**config.mk**
```make
export PLATFORM = sky130hd
export DESIGN_NAME = relative_jump_and_load_exec
export DESIGN_NICKNAME = d
export VERILOG_FILES = /design/src/relative_jump_and_load_pkg.sv /design/src/relative_jump_and_load_exec.sv
export SDC_FILE = /design/constraint.sdc
export NUM_CORES = 1
export LEC_CHECK = 0
export ABC_AREA = 1
export BUFFER_PORTS_ARGS = -buffer_cell sky130_fd_sc_hd__buf_2
export CORE_MARGIN = 3
export CORE_UTILIZATION = 60
export DETAILED_ROUTE_END_ITERATION = 16
export GPL_TIMING_DRIVEN = 0
export MAX_ROUTING_LAYER = met4
export PLACE_DENSITY = 0.81
export SLEW_MARGIN = 10
export SYNTH_ARGS = -nofsm -noshare
export SYNTH_HDL_FRONTEND = slang
export SYNTH_SLANG_ARGS = --single-unit
```
**constraint.sdc**
```tcl
create_clock -name sys_clk -period 3.1 [get_ports sys_clk]
set_clock_uncertainty 0.05 [all_clocks]
set_input_delay 0 -clock sys_clk [delete_from_list [all_inputs] [get_ports sys_clk]]
set_output_delay 0 -clock sys_clk [all_outputs]
set_load 0.01 [all_outputs]
```
**src/relative_jump_and_load_pkg.sv**
```systemverilog
// Purpose: Shared constants and types for the relative jump and byte move
//          executor, plus the condition evaluator that the executor uses.
// Assumes: Program memory and register file answer combinationally to the
//          registered addresses that the executor drives.
// Notes:   Condition encoding and flag positions are local choices.
package relative_jump_and_load_pkg;
  // Opcode nibbles and full opcodes
  localparam logic [3:0] NIB_BRANCH    = 4'hB;
  localparam logic [3:0] NIB_IMM_WORK  = 4'hC;
  localparam logic [3:0] NIB_REG_WORK  = 4'h8;
  localparam logic [3:0] NIB_WORK_REG  = 4'h9;
  localparam logic [7:0] OPC_WIND_LD   = 8'hC7;
  localparam logic [7:0] OPC_WIND_ST   = 8'hD7;
  localparam logic [7:0] OPC_REG_REG   = 8'hE4;
  localparam logic [7:0] OPC_RIND_REG  = 8'hE5;
  localparam logic [7:0] OPC_IMM_REG   = 8'hE6;
  localparam logic [7:0] OPC_IMM_RIND  = 8'hD6;
  localparam logic [7:0] OPC_REG_RIND  = 8'hF5;
  localparam logic [7:0] OPC_IDX_LD    = 8'h87;
  localparam logic [7:0] OPC_IDX_ST    = 8'h97;

  // Instruction lengths in bytes and durations in cycles
  localparam logic [1:0] LEN_ONE       = 2'h1;
  localparam logic [1:0] LEN_TWO       = 2'h2;
  localparam logic [1:0] LEN_THREE     = 2'h3;
  localparam logic [2:0] CYC_SHORT     = 3'h4;
  localparam logic [2:0] CYC_LONG      = 3'h6;

  // Flag bit positions in the flags byte
  localparam int FLAG_CARRY = 7;
  localparam int FLAG_ZERO  = 6;
  localparam int FLAG_SIGN  = 5;
  localparam int FLAG_OVFL  = 4;

  // Condition selector encodings
  localparam logic [3:0] CC_NEVER = 4'h0;
  localparam logic [3:0] CC_LT    = 4'h1;
  localparam logic [3:0] CC_LE    = 4'h2;
  localparam logic [3:0] CC_ULE   = 4'h3;
  localparam logic [3:0] CC_OV    = 4'h4;
  localparam logic [3:0] CC_MI    = 4'h5;
  localparam logic [3:0] CC_EQ    = 4'h6;
  localparam logic [3:0] CC_CY    = 4'h7;
  localparam logic [3:0] CC_ALL   = 4'h8;
  localparam logic [3:0] CC_GE    = 4'h9;
  localparam logic [3:0] CC_GT    = 4'hA;
  localparam logic [3:0] CC_UGT   = 4'hB;
  localparam logic [3:0] CC_NOV   = 4'hC;
  localparam logic [3:0] CC_PL    = 4'hD;
  localparam logic [3:0] CC_NE    = 4'hE;
  localparam logic [3:0] CC_NC    = 4'hF;

  // Reset values
  localparam logic [7:0] BYTE_ZERO = 8'h00;

  typedef enum logic [1:0] {OPCODE_ST, EXEC_ST} phase_type;

  typedef enum logic [3:0] {
    K_BAD, K_BRANCH, K_IMM_WORK, K_REG_WORK, K_WORK_REG, K_WIND_LD, K_WIND_ST,
    K_REG_REG, K_RIND_REG, K_IMM_REG, K_IMM_RIND, K_REG_RIND, K_IDX_LD, K_IDX_ST
  } op_kind_type;

  typedef struct packed {
    logic       en;
    logic [7:0] addr;
    logic [7:0] data;
  } reg_write_type;

  // Classify an opcode byte
  function automatic op_kind_type opKind(input logic [7:0] opc);
    op_kind_type k;
    k = K_BAD;
    case (opc[3:0])
      NIB_BRANCH:   k = K_BRANCH;
      NIB_IMM_WORK: k = K_IMM_WORK;
      NIB_REG_WORK: k = K_REG_WORK;
      NIB_WORK_REG: k = K_WORK_REG;
      default: begin
        case (opc)
          OPC_WIND_LD:  k = K_WIND_LD;
          OPC_WIND_ST:  k = K_WIND_ST;
          OPC_REG_REG:  k = K_REG_REG;
          OPC_RIND_REG: k = K_RIND_REG;
          OPC_IMM_REG:  k = K_IMM_REG;
          OPC_IMM_RIND: k = K_IMM_RIND;
          OPC_REG_RIND: k = K_REG_RIND;
          OPC_IDX_LD:   k = K_IDX_LD;
          OPC_IDX_ST:   k = K_IDX_ST;
          default:      k = K_BAD;
        endcase
      end
    endcase
    return k;
  endfunction : opKind

  // Register address of working register n
  function automatic logic [7:0] workAddr(input logic [7:0] base, input logic [3:0] n);
    return 8'(base + {4'h0, n});
  endfunction : workAddr
endpackage : relative_jump_and_load_pkg

`timescale 1ns/1ps
`default_nettype none
// Evaluates a condition selector against the flags byte
module condition_eval (
  input  wire logic [3:0] condSel,   // Condition selector nibble
  input  wire logic [7:0] flags,     // Current flags byte
  output logic            condTrue   // Condition holds
);
  logic c, z, s, v;
  assign c = flags[relative_jump_and_load_pkg::FLAG_CARRY];
  assign z = flags[relative_jump_and_load_pkg::FLAG_ZERO];
  assign s = flags[relative_jump_and_load_pkg::FLAG_SIGN];
  assign v = flags[relative_jump_and_load_pkg::FLAG_OVFL];

  // Sixteen condition variants
  always_comb begin
    case (condSel)
      relative_jump_and_load_pkg::CC_NEVER: condTrue = 1'b0;
      relative_jump_and_load_pkg::CC_LT:    condTrue = s ^ v;
      relative_jump_and_load_pkg::CC_LE:    condTrue = z | (s ^ v);
      relative_jump_and_load_pkg::CC_ULE:   condTrue = c | z;
      relative_jump_and_load_pkg::CC_OV:    condTrue = v;
      relative_jump_and_load_pkg::CC_MI:    condTrue = s;
      relative_jump_and_load_pkg::CC_EQ:    condTrue = z;
      relative_jump_and_load_pkg::CC_CY:    condTrue = c;
      relative_jump_and_load_pkg::CC_ALL:   condTrue = 1'b1;
      relative_jump_and_load_pkg::CC_GE:    condTrue = ~(s ^ v);
      relative_jump_and_load_pkg::CC_GT:    condTrue = ~(z | (s ^ v));
      relative_jump_and_load_pkg::CC_UGT:   condTrue = ~(c | z);
      relative_jump_and_load_pkg::CC_NOV:   condTrue = ~v;
      relative_jump_and_load_pkg::CC_PL:    condTrue = ~s;
      relative_jump_and_load_pkg::CC_NE:    condTrue = ~z;
      relative_jump_and_load_pkg::CC_NC:    condTrue = ~c;
      default:                              condTrue = 1'b0;
    endcase
  end
endmodule : condition_eval
`default_nettype wire

```
**src/relative_jump_and_load_exec.sv**
```systemverilog
// Purpose: Fetch, decode and execute the conditional relative branch and the
//          byte move instruction family, one instruction at a time.
// Assumes: fetchData and regRdData answer combinationally to the registered
//          fetchAddr and regRdAddr in the same cycle; both are same-clock.
// Notes:   Each instruction spans a fixed number of cycles from its opcode
//          cycle to the next opcode cycle.
// Operation
// - A branch whose condition holds adds the displacement to the counter, else falls through.
// - The displacement is added to the address of the byte after the two-byte branch.
// - The branch opcode holds the condition selector in its upper nibble, the code in its lower.
// - A byte move copies source to destination and never alters the source.
// - Low nibbles C, 8 and 9 give immediate, from-register and to-register moves of 4 cycles.
// - C7 loads a working register indirectly and D7 stores indirectly, each 4 cycles.
// - E4 copies register to register and E5 copies from an indirect source, each 6 cycles.
// - F5 copies a register to a location addressed through another register in 6 cycles.
// - 87 and 97 load and store at a base byte plus a working index register in 6 cycles.
`timescale 1ns/1ps
`default_nettype none
module relative_jump_and_load_exec #(
  parameter int              PC_W     = 16,      // Program counter width
  parameter logic [PC_W-1:0] PC_RESET = '0       // Program counter after reset
) (
  input  wire logic              sys_clk,        // Core clock
  input  wire logic              sys_rst,        // Synchronous reset, active high
  input  wire logic [7:0]        fetchData,      // Program byte at fetchAddr
  input  wire logic [7:0]        regRdData,      // Register byte at regRdAddr
  input  wire logic [7:0]        flags,          // Flags byte, read only
  input  wire logic [7:0]        workBase,       // Register number of working reg 0
  output logic      [PC_W-1:0]   fetchAddr,      // Program counter
  output logic      [7:0]        regRdAddr,      // Register read address
  output relative_jump_and_load_pkg::reg_write_type regWr, // Register write
  output logic                   instrDone,      // High in the opcode cycle after an instruction
  output logic                   badOpcode       // Unknown opcode skipped
);
  // Elaboration check: the sign extension needs more than 8 counter bits
  if (PC_W < 9 || PC_W > 32) begin : g_pcWidthCheck
    $error("PC_W must lie in 9..32");
  end

  typedef struct packed {
    relative_jump_and_load_pkg::phase_type     phase;
    relative_jump_and_load_pkg::op_kind_type   kind;
    logic [2:0]                                cnt;
    logic [2:0]                                cycles;
    logic [1:0]                                len;
    logic [7:0]                                opc;
    logic [7:0]                                b2;
    logic [7:0]                                tmp;
    logic                                      taken;
    logic [PC_W-1:0]                           pc;
    logic [7:0]                                rdAddr;
    relative_jump_and_load_pkg::reg_write_type wr;
    logic                                      done;
    logic                                      bad;
  } exec_state_type;

  exec_state_type cur_ff;
  exec_state_type nxt_cur;
  logic           condTrue;
  relative_jump_and_load_pkg::op_kind_type newKind;

  // Condition nibble taken from the opcode byte as it arrives
  condition_eval condEval (
    .condSel  (fetchData[7:4]),
    .flags    (flags),
    .condTrue (condTrue)
  );

  assign newKind = relative_jump_and_load_pkg::opKind(fetchData);

  // Next state: decode, operand steps and the closing cycle
  always_comb begin
    nxt_cur         = cur_ff;
    nxt_cur.wr.en   = 1'b0;
    nxt_cur.done    = 1'b0;
    nxt_cur.bad     = 1'b0;
    nxt_cur.cnt     = 3'(cur_ff.cnt + 3'h1);
    case (cur_ff.phase)
      relative_jump_and_load_pkg::OPCODE_ST: begin
        nxt_cur.opc   = fetchData;
        nxt_cur.kind  = newKind;
        nxt_cur.pc    = PC_W'(cur_ff.pc + 1'b1);
        nxt_cur.taken = condTrue;
        nxt_cur.cnt   = 3'h1;
        nxt_cur.phase = relative_jump_and_load_pkg::EXEC_ST;
        case (newKind)
          relative_jump_and_load_pkg::K_BRANCH: begin
            nxt_cur.len    = relative_jump_and_load_pkg::LEN_TWO;
            nxt_cur.cycles = relative_jump_and_load_pkg::CYC_LONG;
          end
          relative_jump_and_load_pkg::K_IMM_WORK, relative_jump_and_load_pkg::K_REG_WORK,
          relative_jump_and_load_pkg::K_WORK_REG, relative_jump_and_load_pkg::K_WIND_LD,
          relative_jump_and_load_pkg::K_WIND_ST: begin
            nxt_cur.len    = relative_jump_and_load_pkg::LEN_TWO;
            nxt_cur.cycles = relative_jump_and_load_pkg::CYC_SHORT;
          end
          relative_jump_and_load_pkg::K_BAD: begin
            nxt_cur.len    = relative_jump_and_load_pkg::LEN_ONE;
            nxt_cur.cycles = relative_jump_and_load_pkg::CYC_SHORT;
            nxt_cur.bad    = 1'b1;
          end
          default: begin
            nxt_cur.len    = relative_jump_and_load_pkg::LEN_THREE;
            nxt_cur.cycles = relative_jump_and_load_pkg::CYC_LONG;
          end
        endcase
      end
      relative_jump_and_load_pkg::EXEC_ST: begin
        // Operand bytes advance the counter past the whole instruction
        if ({1'b0, cur_ff.cnt} < {2'b00, cur_ff.len}) begin
          nxt_cur.pc = PC_W'(cur_ff.pc + 1'b1);
        end
        // Second byte cycle
        if (cur_ff.cnt == 3'h1 && cur_ff.len != relative_jump_and_load_pkg::LEN_ONE) begin
          nxt_cur.b2 = fetchData;
          case (cur_ff.kind)
            relative_jump_and_load_pkg::K_BRANCH:   nxt_cur.tmp = fetchData;
            relative_jump_and_load_pkg::K_IMM_WORK: begin
              nxt_cur.wr = '{1'b1, relative_jump_and_load_pkg::workAddr(workBase,
                             cur_ff.opc[7:4]), fetchData};
            end
            relative_jump_and_load_pkg::K_REG_WORK: nxt_cur.rdAddr = fetchData;
            relative_jump_and_load_pkg::K_WORK_REG: begin
              nxt_cur.rdAddr = relative_jump_and_load_pkg::workAddr(workBase, cur_ff.opc[7:4]);
            end
            relative_jump_and_load_pkg::K_WIND_LD, relative_jump_and_load_pkg::K_IDX_LD,
            relative_jump_and_load_pkg::K_IDX_ST: begin
              nxt_cur.rdAddr = relative_jump_and_load_pkg::workAddr(workBase, fetchData[3:0]);
            end
            relative_jump_and_load_pkg::K_WIND_ST: begin
              nxt_cur.rdAddr = relative_jump_and_load_pkg::workAddr(workBase, fetchData[7:4]);
            end
            relative_jump_and_load_pkg::K_IMM_REG: nxt_cur.rdAddr = cur_ff.rdAddr;
            default: nxt_cur.rdAddr = fetchData;
          endcase
        end
        // Third byte cycle, first register answer available
        if (cur_ff.cnt == 3'h2) begin
          case (cur_ff.kind)
            relative_jump_and_load_pkg::K_REG_WORK: begin
              nxt_cur.wr = '{1'b1, relative_jump_and_load_pkg::workAddr(workBase,
                             cur_ff.opc[7:4]), regRdData};
            end
            relative_jump_and_load_pkg::K_WORK_REG: begin
              nxt_cur.wr = '{1'b1, cur_ff.b2, regRdData};
            end
            relative_jump_and_load_pkg::K_WIND_LD:  nxt_cur.rdAddr = regRdData;
            relative_jump_and_load_pkg::K_WIND_ST: begin
              nxt_cur.tmp    = regRdData;
              nxt_cur.rdAddr = relative_jump_and_load_pkg::workAddr(workBase, cur_ff.b2[3:0]);
            end
            relative_jump_and_load_pkg::K_REG_REG: begin
              nxt_cur.wr = '{1'b1, fetchData, regRdData};
            end
            relative_jump_and_load_pkg::K_RIND_REG: begin
              nxt_cur.rdAddr = regRdData;
              nxt_cur.tmp    = fetchData;
            end
            relative_jump_and_load_pkg::K_IMM_REG: begin
              nxt_cur.wr = '{1'b1, cur_ff.b2, fetchData};
            end
            relative_jump_and_load_pkg::K_IMM_RIND: begin
              nxt_cur.wr = '{1'b1, regRdData, fetchData};
            end
            relative_jump_and_load_pkg::K_REG_RIND: begin
              nxt_cur.tmp    = regRdData;
              nxt_cur.rdAddr = fetchData;
            end
            relative_jump_and_load_pkg::K_IDX_LD: begin
              nxt_cur.rdAddr = 8'(fetchData + regRdData);
            end
            relative_jump_and_load_pkg::K_IDX_ST: begin
              nxt_cur.tmp    = 8'(fetchData + regRdData);
              nxt_cur.rdAddr = relative_jump_and_load_pkg::workAddr(workBase, cur_ff.b2[7:4]);
            end
            default: nxt_cur.wr.en = 1'b0;
          endcase
        end
        // Final data cycle of the indirect and indexed forms other than D6, which writes in the third byte cycle
        if (cur_ff.cnt == 3'h3) begin
          case (cur_ff.kind)
            relative_jump_and_load_pkg::K_WIND_LD, relative_jump_and_load_pkg::K_IDX_LD: begin
              nxt_cur.wr = '{1'b1, relative_jump_and_load_pkg::workAddr(workBase,
                             cur_ff.b2[7:4]), regRdData};
            end
            relative_jump_and_load_pkg::K_WIND_ST, relative_jump_and_load_pkg::K_RIND_REG,
            relative_jump_and_load_pkg::K_IDX_ST: begin
              nxt_cur.wr = '{1'b1, cur_ff.tmp, regRdData};
            end
            relative_jump_and_load_pkg::K_REG_RIND: begin
              nxt_cur.wr = '{1'b1, regRdData, cur_ff.tmp};
            end
            default: nxt_cur.wr.en = 1'b0;
          endcase
        end
        // Closing cycle: branch target or fall through, then next opcode
        if (cur_ff.cnt == 3'(cur_ff.cycles - 3'h1)) begin
          nxt_cur.phase = relative_jump_and_load_pkg::OPCODE_ST;
          nxt_cur.done  = 1'b1;
          if (cur_ff.kind == relative_jump_and_load_pkg::K_BRANCH && cur_ff.taken) begin
            nxt_cur.pc = PC_W'(cur_ff.pc + {{(PC_W-8){cur_ff.tmp[7]}}, cur_ff.tmp});
          end
        end
      end
      default: nxt_cur.phase = relative_jump_and_load_pkg::OPCODE_ST;
    endcase
  end

  // State register
  always_ff @(posedge sys_clk) begin
    if (sys_rst) begin
      cur_ff        <= '0;
      cur_ff.phase  <= relative_jump_and_load_pkg::OPCODE_ST;
      cur_ff.kind   <= relative_jump_and_load_pkg::K_BAD;
      cur_ff.pc     <= PC_RESET;
      cur_ff.rdAddr <= relative_jump_and_load_pkg::BYTE_ZERO;
    end else begin
      cur_ff <= nxt_cur;
    end
  end

  // Outputs straight from the state register; no flag output exists
  assign fetchAddr = cur_ff.pc;
  assign regRdAddr = cur_ff.rdAddr;
  assign regWr     = cur_ff.wr;
  assign instrDone = cur_ff.done;
  assign badOpcode = cur_ff.bad;
endmodule : relative_jump_and_load_exec
`default_nettype wire

```
-- Word-level counts from Yosys, hierarchy flattened
Cells that the tools add are included.
- word-level logic and storage cells: 140
- memory bits (writable): 0
- ROM bits: 0
- register bits after elaboration: 82
- bits in latches: 0
- memories: 0
- shifts and indexed selects: 0
- magnitude comparators: 1
- $add $sub $neg: 10
- muxes and demuxes: 27
- bitwise logic cells: 12
- equal/unequal tests: 54
- divide/modulo/power cells: 0
- multipliers: 0
- reduce and logical (&&, ||, !) cells: 19
- operators by type and width (operator ; count):
    16-bit one-hot mux with 5 select lines ; 1
    4-bit == test, second input constant ; 18
    8-bit == test, second input constant ; 9
    25-bit two-way mux ; 2
    16-bit two-way mux ; 3
    16-bit one-hot mux with 3 select lines ; 1
    4-bit by 3-bit == test with 1-bit output, second input constant ; 11
    8-bit by 4-bit adder with 8-bit output ; 5
    8-bit one-hot mux with 5 select lines ; 1
    4-bit one-hot mux with 9 select lines ; 1
    17-bit two-way mux ; 2
    16-bit one-hot mux with 2 select lines ; 1
    8-bit one-hot mux with 4 select lines ; 1
    4-bit by 2-bit == test with 1-bit output, second input constant ; 6
    8-bit two-way mux ; 3
    8-bit one-hot mux with 3 select lines ; 1
    16-bit by 1-bit adder with 16-bit output, second input constant ; 1
    16-bit adder ; 1
    1-bit one-hot mux with 16 select lines ; 1
    4-bit one-hot mux with 4 select lines ; 1
    14-bit two-way mux ; 1
    4-bit by 1-bit == test with 1-bit output, second input constant ; 3
    4-bit one-hot mux with 3 select lines ; 1
    2-bit OR reduction ; 6
    25 further kinds ; 42

-- Logic depth before layout (Yosys ltp)
Gate-level depths: netlist of run 1.
- depth in word-level cells: 8
- gate-level depth with buffers: 19
- mapped depth without buffers: 18

-- Hierarchy
From an unflattened synthesis of run 1, not the netlist that was laid out.
- cells, all modules: 1354
- area total of the unflattened synthesis: 8061.5 sq um
- modules (own cells, without submodules) (module ; area each (sq um) ; times used ; cells an instance):
    relative_jump_and_load_exec ; 7851.3 ; 1 ; 1302
    condition_eval ; 210.2 ; 1 ; 52

-- Worst setup path after synthesis of run 1
No wires, ideal clock.
- path type: reg-to-reg
- start point: register cur_ff[78] (netlist name)
- end point: register cur_ff, in the netlist regRdAddr[6]
- buffers on the path: 1
- setup time: 0.114 ns
- path slack: 0.608 ns
- stages on the path, launching flop included: 19
- period minus slack after synthesis: 2.492 ns
- data arrival time: 2.328 ns
- cells stage by stage: dfxtp_1 -> inv_2 -> nor2_4 -> nand2_2 -> clkbuf_1 -> o21ai_0 -> ha_1 -> inv_1 -> fa_1 -> inv_1 -> nand3_1 -> nand2_1 -> nand3_1 -> nand3_1 -> nand3_1 -> nand2_1 -> nand2_1 -> nand3_1 -> nand2_1
- longest elaborated chain between the ends: 6
- elaborated cells between the ends (all ways): 17
- classes of those cells: eq/ne (10); mux (4); reduce/logical (3)
- ends and longest elaborated chain (what ; RTL line ; text):
    start, declared ; relative_jump_and_load_exec.sv:57 ; exec_state_type cur_ff;
    start signal, assigned ; relative_jump_and_load_exec.sv:218 ; cur_ff <= nxt_cur;
    4-bit by 1-bit == test with 1-bit output, or another cell as far along ; relative_jump_and_load_exec.sv:116 ; case (cur_ff.kind)
    3-bit OR reduction (on tied branches) ; -- ;
    8-bit one-hot mux with 4 select lines ; relative_jump_and_load_exec.sv:116 ;
    25-bit two-way mux ; relative_jump_and_load_exec.sv:114 ; if (cur_ff.cnt == 3'h1 && cur_ff.len != relative_jump_and_load_pkg::LEN_ONE) begin
    8-bit one-hot mux with 5 select lines ; relative_jump_and_load_exec.sv:139 ; case (cur_ff.kind)
    25-bit two-way mux * ; relative_jump_and_load_exec.sv:138 ; if (cur_ff.cnt == 3'h2) begin
Every way passes the cells marked *; elsewhere a longest branch is shown, timed or not.
A chain may end at the register's enable or synchronous reset.

-- Worst setup path in the final report of run 1
- start point: register cur_ff[77] (netlist name)
- end point: register cur_ff, in the netlist regRdAddr[6]
Same word-level chain as after synthesis.

==> flow_summary.yaml, run 1 <==
outcome:
  outcome: "completed"
setup_path:
  r2r_start: "cur_ff[77]"
  worstReg2RegEnd: "regRdAddr[6]"
  critical_path.slowest_cell: "dfxtp_1"
  reg2reg_setup_slack_ns: 0.21
  crit_chain: "inv_2 > nor2_2 > nand2_2 > o21ai_0 > ha_1 > inv_1 > fa_1 > inv_1 > nand3_1 > nand2_1 > nand3_1 > nand3_1 > nand3_1 > nand2_1 > nand2_1 > nand3_1 > nand2_1"
  crit_required_ns: 3.28
  crit_path_max_incr_delay_ns: 0.44
  cp_data_arrival_time_ns: 3.08
  largest_driver_fanout_on_the_critical_path: 14
  startpoint_type: "flop"
  crit_family: "simple AND/OR/NAND/NOR gates"
  worstSetupPathType: "flop to flop"
  crit_path_top_cell_by_count: "nand3_1"
  worst_r2r_path_depth: 17
  buffers_and_inverters_on_the_worst_path: 3
  critical_path.endpoint_type: "flop"
  setup.worst_path.start: "cur_ff[77]"
floorplanning:
  area_enclosed_by_the_die_boundary_sq_um: 14800
  initial_core_util: 0.624
  design.portCount: 77
  dieHeight_um: 122
  coreArea_sq_um: 12800
  die_width_um: 122
  num_rows: 41
timing:
  setup-violations-final: 0
  fmax_mhz: 346
  grt_setup_unrepaired: "false"
  tightest_slew_ns: 1.00
  setup-tns-final_ns: 0
  final-max-slew-violation-count: 0
  part_of_the_cycle_the_worst_path_needs: 0.932
  finalWorstPathRequiredPeriod_ns: 2.89
  worst_slew_margin_rel: 0.331
  finalHoldViolCount: 0
pwr:
  vdd_ir_drop_max_uv: 268
  switching_share: 0.351
  reported_net_switching_power_mw: 0.949
  power_report.internal_total_mw: 1.76
  power.leakage_nw: 4.30
  share_seq_of_total_power: 0.389
  power_density_nw_per_um2: 305
  power.share.clock: 0.372
  power.total_mw: 2.70
  share_comb_of_total_power: 0.239
flow_run:
  timing.max_cap.violations: 0
hold_path:
  holdCritPathClass: "primary input to flop"
  worst_hold_path.endpoint: "cur_ff[49]"
  hold_start: "regRdData[5]"
  min_delay_path_depth: 5
clock_tree:
  cts.htree.levels: 3
  clock_latency_ns: 0.35
  cts_sinks: 76
  post_cts.repair.setup_buffers: 0
  cts_root_buffer: "clkbuf_16"
  tritoncts: "yes"
  cts-buffers-inserted: 9
  clock_tree.buffer_depth: 2
  worst_setup_hold_path_clk_slew_ns: 0.06
route:
  totalWireLength_mm: 30.3
  via_per_inst: 6.15
  firstDrtPassIters: 8
  antenna_violating_nets_post_route: 0
  drt_iter0_markers: 1499
  wl_per_cell_um: 19.0
  drc_errors: 0
  detailroute.via_count: 9798
cells_and_area:
  area_added_between_synthesis_and_finish_pct: 10.6
  seqCellArea_sq_um: 1520
  multiInputGateArea_sq_um: 5430
  n_fill_cell: 1242
  final_layout_size_suffix_gt1_frac: 0.126
  diodes: 0
  final_net_count: 1501
global_routing:
  grt_overflow: 0
  via_count_of_the_first_global_routing_pass: 8422
  grtUsageTotal: 0.418
  global_route_wire_length_before_repair_mm: 46.0
  number_of_antenna_violations_at_the_first_check_in_global_routing: 0
  grt_max_degree: 14
synthesis:
  synth-edff-count: 0
  biggest_area_consumer_among_synthesized_cells: "dfxtp_1"
  mappedNetlistNets: 1418
  synth_cell_types: 43
  synthFlopType: "dfxtp_1"
  synth-async-reset-ratio: 0
  syn_area_sq_um: 8010
  synthesis.instances: 1334
  syn-mean-instance-area_sq_um: 6.00
  synth-warning-count: 0
  post-synth-top-area-fraction: 0.190
  ys_ff_latch: 76
  synth.yosys.seq_area_share: 0.190
  synth_area_leaders: "dfxtp_1 19%, nand2_1 18%, nand3_1 12%"
place:
  finalWeightedCongestion: 1.11
  dp.final_hpwl_mm: 23.3
  place.port_buffers: 72
metrics by stage:
step | hold slack, ns | std cells | setup WS, ns | cell area (sq um) | util
after floorplan | 0.0194 | 1334 | 0.608 | 8010 | -
after global placement | 0.220 | 1578 | 0.218 | 8580 | 0.669
after detailed placement | 0.224 | 1578 | 0.162 | 8580 | 0.669
after CTS | 0.0744 | 1595 | 0.131 | 8860 | 0.691
after global routing | 0.125 | 1594 | 0.0221 | 8860 | 0.691
final | 0.0939 | 1594 | 0.210 | 8860 | 0.691
area by class of cell:
cell class | count | area share
buffer | 85 | 0.0595
clock inverter | 6 | 0.00452
inverter | 141 | 0.0597
sequential | 76 | 0.172
tap | 172 | 0.0243
clock buffer | 10 | 0.0258
timing repair buffer | 73 | 0.0418
multi-input combinational | 1031 | 0.613
timing repair:
item                                    4_1_cts  5_1_grt
gates resized for setup                       0        1
endpoints found under the setup margin        0        4
hold endpoints to repair                      2        0
hold buffers                                  1        0
per-layer routing:
layer,track usage,vias up,part of all wire
met3,0.135,124,0.16
met5,-,-,0
li1,-,4638,-
met2,0.558,780,0.39
met1,0.578,4256,0.41
met4,0.168,0,0.046
placed cells by master (no fill, tap or decap), types with 4 or more instances in the layout:
cell	synthesis	routed
nand3b_1	8	8
buf_2	12	84
o22ai_1	22	22
o2111ai_1	5	5
inv_1	128	128
o21ai_0	70	69
fa_1	6	6
nor2_1	72	72
o21ai_1	12	13
xor2_1	14	14
buf_4	41	41
nor2_2	6	6
nor3_1	11	11
nand2_1	379	379
clkbuf_16	0	9
nand3_1	188	188
xnor2_1	10	10
buf_6	5	5
a21oi_1	73	73
ha_1	44	44
nand4_1	26	26
clkbuf_1	26	26
a22oi_1	15	15
or2_2	4	4
dfxtp_1	76	76
o211ai_1	33	33
nand2_2	5	5
inv_2	10	10
a31oi_1	6	6
a21o_1	4	4
synth_stat cells, types with 8 or more instances:
cell type and count:
nand4_1 26, o211ai_1 33, o21ai_0 70, nor3_1 11, inv_2 10, a22oi_1 15
buf_2 12, nor2_1 72, clkbuf_1 26, inv_1 128, o22ai_1 22, xnor2_1 10
nand2_1 379, nand3_1 188, buf_4 41, nand3b_1 8, ha_1 44, xor2_1 14
dfxtp_1 76, a21oi_1 73, o21ai_1 12
worst max-delay path by stage:
| stage | to | slack, ns | cells after the start |
|---|---|---|---|
| after global routing | regRdAddr[6] | 0.02 | 17 |
| after CTS | regRdAddr[6] | 0.13 | 17 |
| after floorplan | regRdAddr[6] | 0.61 | 18 |
| after detailed placement | regRdAddr[6] | 0.16 | 17 |
| after global placement | regRdAddr[6] | 0.22 | 18 |
| final | regRdAddr[6] | 0.21 | 17 |
sequential cells by signal, summed over array words and instances, names as in the netlist:
register,cells
regRdAddr,8
regWr,17
badOpcode,1
cur_ff,33
instrDone,1
fetchAddr,16
worst min-delay path: cells and delay by family:
| family | cells | cell delay, ns |
|---|---|---|
| buf+inv | 1 | 0.18 |
| compound gates | 2 | 0.14 |
| simple gates | 2 | 0.14 |
cells by family after synthesis:
group,synth area share
adders and majority gates,0.0838
xor gates and xnor gates,0.0262
buffers and inverters,0.132
and+or+nand+nor,0.385
DFF,0.190
AOI/OAI and AO/OA,0.183
power groups by stage:
stage / Clock (mW) / Combinational (mW) / Sequential [mW]
after floorplan: 0 / 0.408 / 1.06
after global placement: 0 / 0.605 / 1.07
after detailed placement: 0 / 0.613 / 1.07
after CTS: 0.992 / 0.619 / 1.05
after global routing: 1.04 / 0.702 / 1.05
final: 1.00 / 0.648 / 1.05
Note: power is estimated with default switching activity, not from simulation.
==> run 2, diff against run 1 <==
Settings changed: MAX_ROUTING_LAYER met4 to not set.
==> flow_summary.yaml, run 2 (synthesis gave the netlist of run 1 again) <==
timing:
  setup-violations-final: 0
  finalHoldViolCount: 0
  finalWorstPathRequiredPeriod_ns: 2.86
  worst_slew_margin_rel: 0.268
  final-max-slew-violation-count: 0
  fmax_mhz: 349
  tightest_slew_ns: 1.10
  grt_setup_unrepaired: "false"
  part_of_the_cycle_the_worst_path_needs: 0.924
  setup-tns-final_ns: 0
cells_and_area:
  regMostFlops: "cur_ff"
  final_layout_size_suffix_gt1_frac: 0.126
  area_added_between_synthesis_and_finish_pct: 11.6
  final_net_count: 1501
  max_reg_flops: 33
  layout.cell_area.non_filler_sq_um: 8940
  layout.cells.most_common: "nand2_1"
  diodes: 0
  layoutNonFillerInstCount: 1594
  final_core_util: 0.697
  layout_common_cells: "379 x nand2_1, 188 x nand3_1, 128 x inv_1"
setup_path:
  startpoint_type: "flop"
  worst_r2r_path_depth: 17
  reg2reg_setup_slack_ns: 0.24
  crit_required_ns: 3.29
  worstSetupPathType: "flop to flop"
  worstReg2RegEnd: "regRdAddr[6]"
  largest_driver_fanout_on_the_critical_path: 14
  cp_data_arrival_time_ns: 3.05
  critical_path.endpoint_type: "flop"
  r2r_start: "cur_ff[77]"
hold_path:
  holdCritPathClass: "primary input to flop"
  min_delay_path_depth: 5
  hold_start: "regRdData[5]"
  worst_hold_path.endpoint: "cur_ff[49]"
global_routing:
  grt_overflow: 0
  via_count_of_the_first_global_routing_pass: 8801
  grt_max_degree: 14
  grtUsageTotal: 0.422
  number_of_antenna_violations_at_the_first_check_in_global_routing: 0
  global_route_wire_length_before_repair_mm: 47.7
place:
  dp.final_hpwl_mm: 24.2
  finalWeightedCongestion: 1.10
  placedInstanceArea_sq_um: 8580
  place.port_buffers: 72
  placed_cells_incl_taps: 1578
clock_tree:
  tritoncts: "yes"
  cts-buffers-inserted: 9
  clock_tree.buffer_depth: 2
  post_cts.repair.setup_buffers: 0
  cts_sinks: 76
  worst_setup_hold_path_clk_slew_ns: 0.06
  cts_root_buffer: "clkbuf_16"
  cts.htree.levels: 3
  clock_latency_ns: 0.36
floorplanning:
  initial_core_util: 0.624
  die_width_um: 122
  coreArea_sq_um: 12800
  dieHeight_um: 122
  num_rows: 41
  design.portCount: 77
  area_enclosed_by_the_die_boundary_sq_um: 14800
route:
  totalWireLength_mm: 31.2
  via_per_inst: 6.29
  drt_iter0_markers: 1732
  firstDrtPassIters: 9
  wl_per_cell_um: 19.5
  detailroute.via_count: 10000
  drc_errors: 0
  antenna_violating_nets_post_route: 0
outcome:
  outcome: "completed"
pwr:
  vdd_ir_drop_max_uv: 302
  power.leakage_nw: 4.33
  power_density_nw_per_um2: 333
flow_run:
  timing.max_cap.violations: 0
## run 2: changes by cell type in the layout (fill, tap and decap cells not counted)
cell       before  now
clkinv_4        1    0
clkbuf_8        0    1
bufinv_16       0    3
clkinv_2        3    0
## run 2: metal layers
layer  vias up  global-route usage  part of all wire  wire [um]
met5         -                   0                 0          0
met1      4430               0.577              0.39      12000
met3       148               0.142              0.17       5160
met2       795               0.601              0.40      12400
met4         0               0.182             0.051       1580
li1       4653                   -                 -          -
## run 2: area by class of cell
class	instances	area (sq um)
inverter	141	529
tap	172	215
clock inverter	5	106
multi-input combinational	1031	5430
clock buffer	11	243
timing repair buffer	73	370
sequential	76	1520
fill	1248	3890
buffer	85	527
## run 2: worst max path at each step
stage,startpoint,to,slack [ns]
floorplan,cur_ff[78],regRdAddr[6],0.61
global placement,cur_ff[78],regRdAddr[6],0.15
detailed placement,cur_ff[78],regRdAddr[6],0.11
CTS,cur_ff[78],regRdAddr[6],0.10
global route,cur_ff[77],regRdAddr[4],0.02
finish,cur_ff[77],regRdAddr[6],0.24
## run 2: repair_timing
action                                 in CTS  in global routing
setup endpoints to repair                   0                  4
gates resized for setup                     0                  1
hold buffers                                1                  0
endpoints found under the hold margin       2                  0
## run 2: worst max-delay path, cell delays in order, from the launching register on
cell and delay [ns]:
dfxtp_1 0.43, inv_2 0.09, nor2_2 0.19, nand2_2 0.24, o21ai_1 0.22, ha_1 0.24, inv_1 0.07, fa_1 0.43
inv_1 0.10, nand3_1 0.08, nand2_1 0.11, nand3_1 0.07, nand3_1 0.11, nand3_1 0.08, nand2_1 0.06, nand2_1 0.04
nand3_1 0.07, nand2_1 0.06
## run 2: through the flow
stage          hold slack [ns]  power, mW  worst slack, ns
2_1_floorplan           0.0194       1.46            0.608
3_3_place_gp             0.226       1.67            0.152
3_5_place_dp             0.231       1.69            0.109
4_1_cts                  0.106       2.93            0.103
5_1_grt                  0.151       3.06           0.0185
6_report                 0.126       2.97            0.237
## run 2: power breakdown
group	internal (mW)	total, mW	switching, mW
clock network	0.812	1.27	0.462
registers	1.01	1.05	0.0422
logic	0.203	0.647	0.444
total	2.03	2.97	0.948
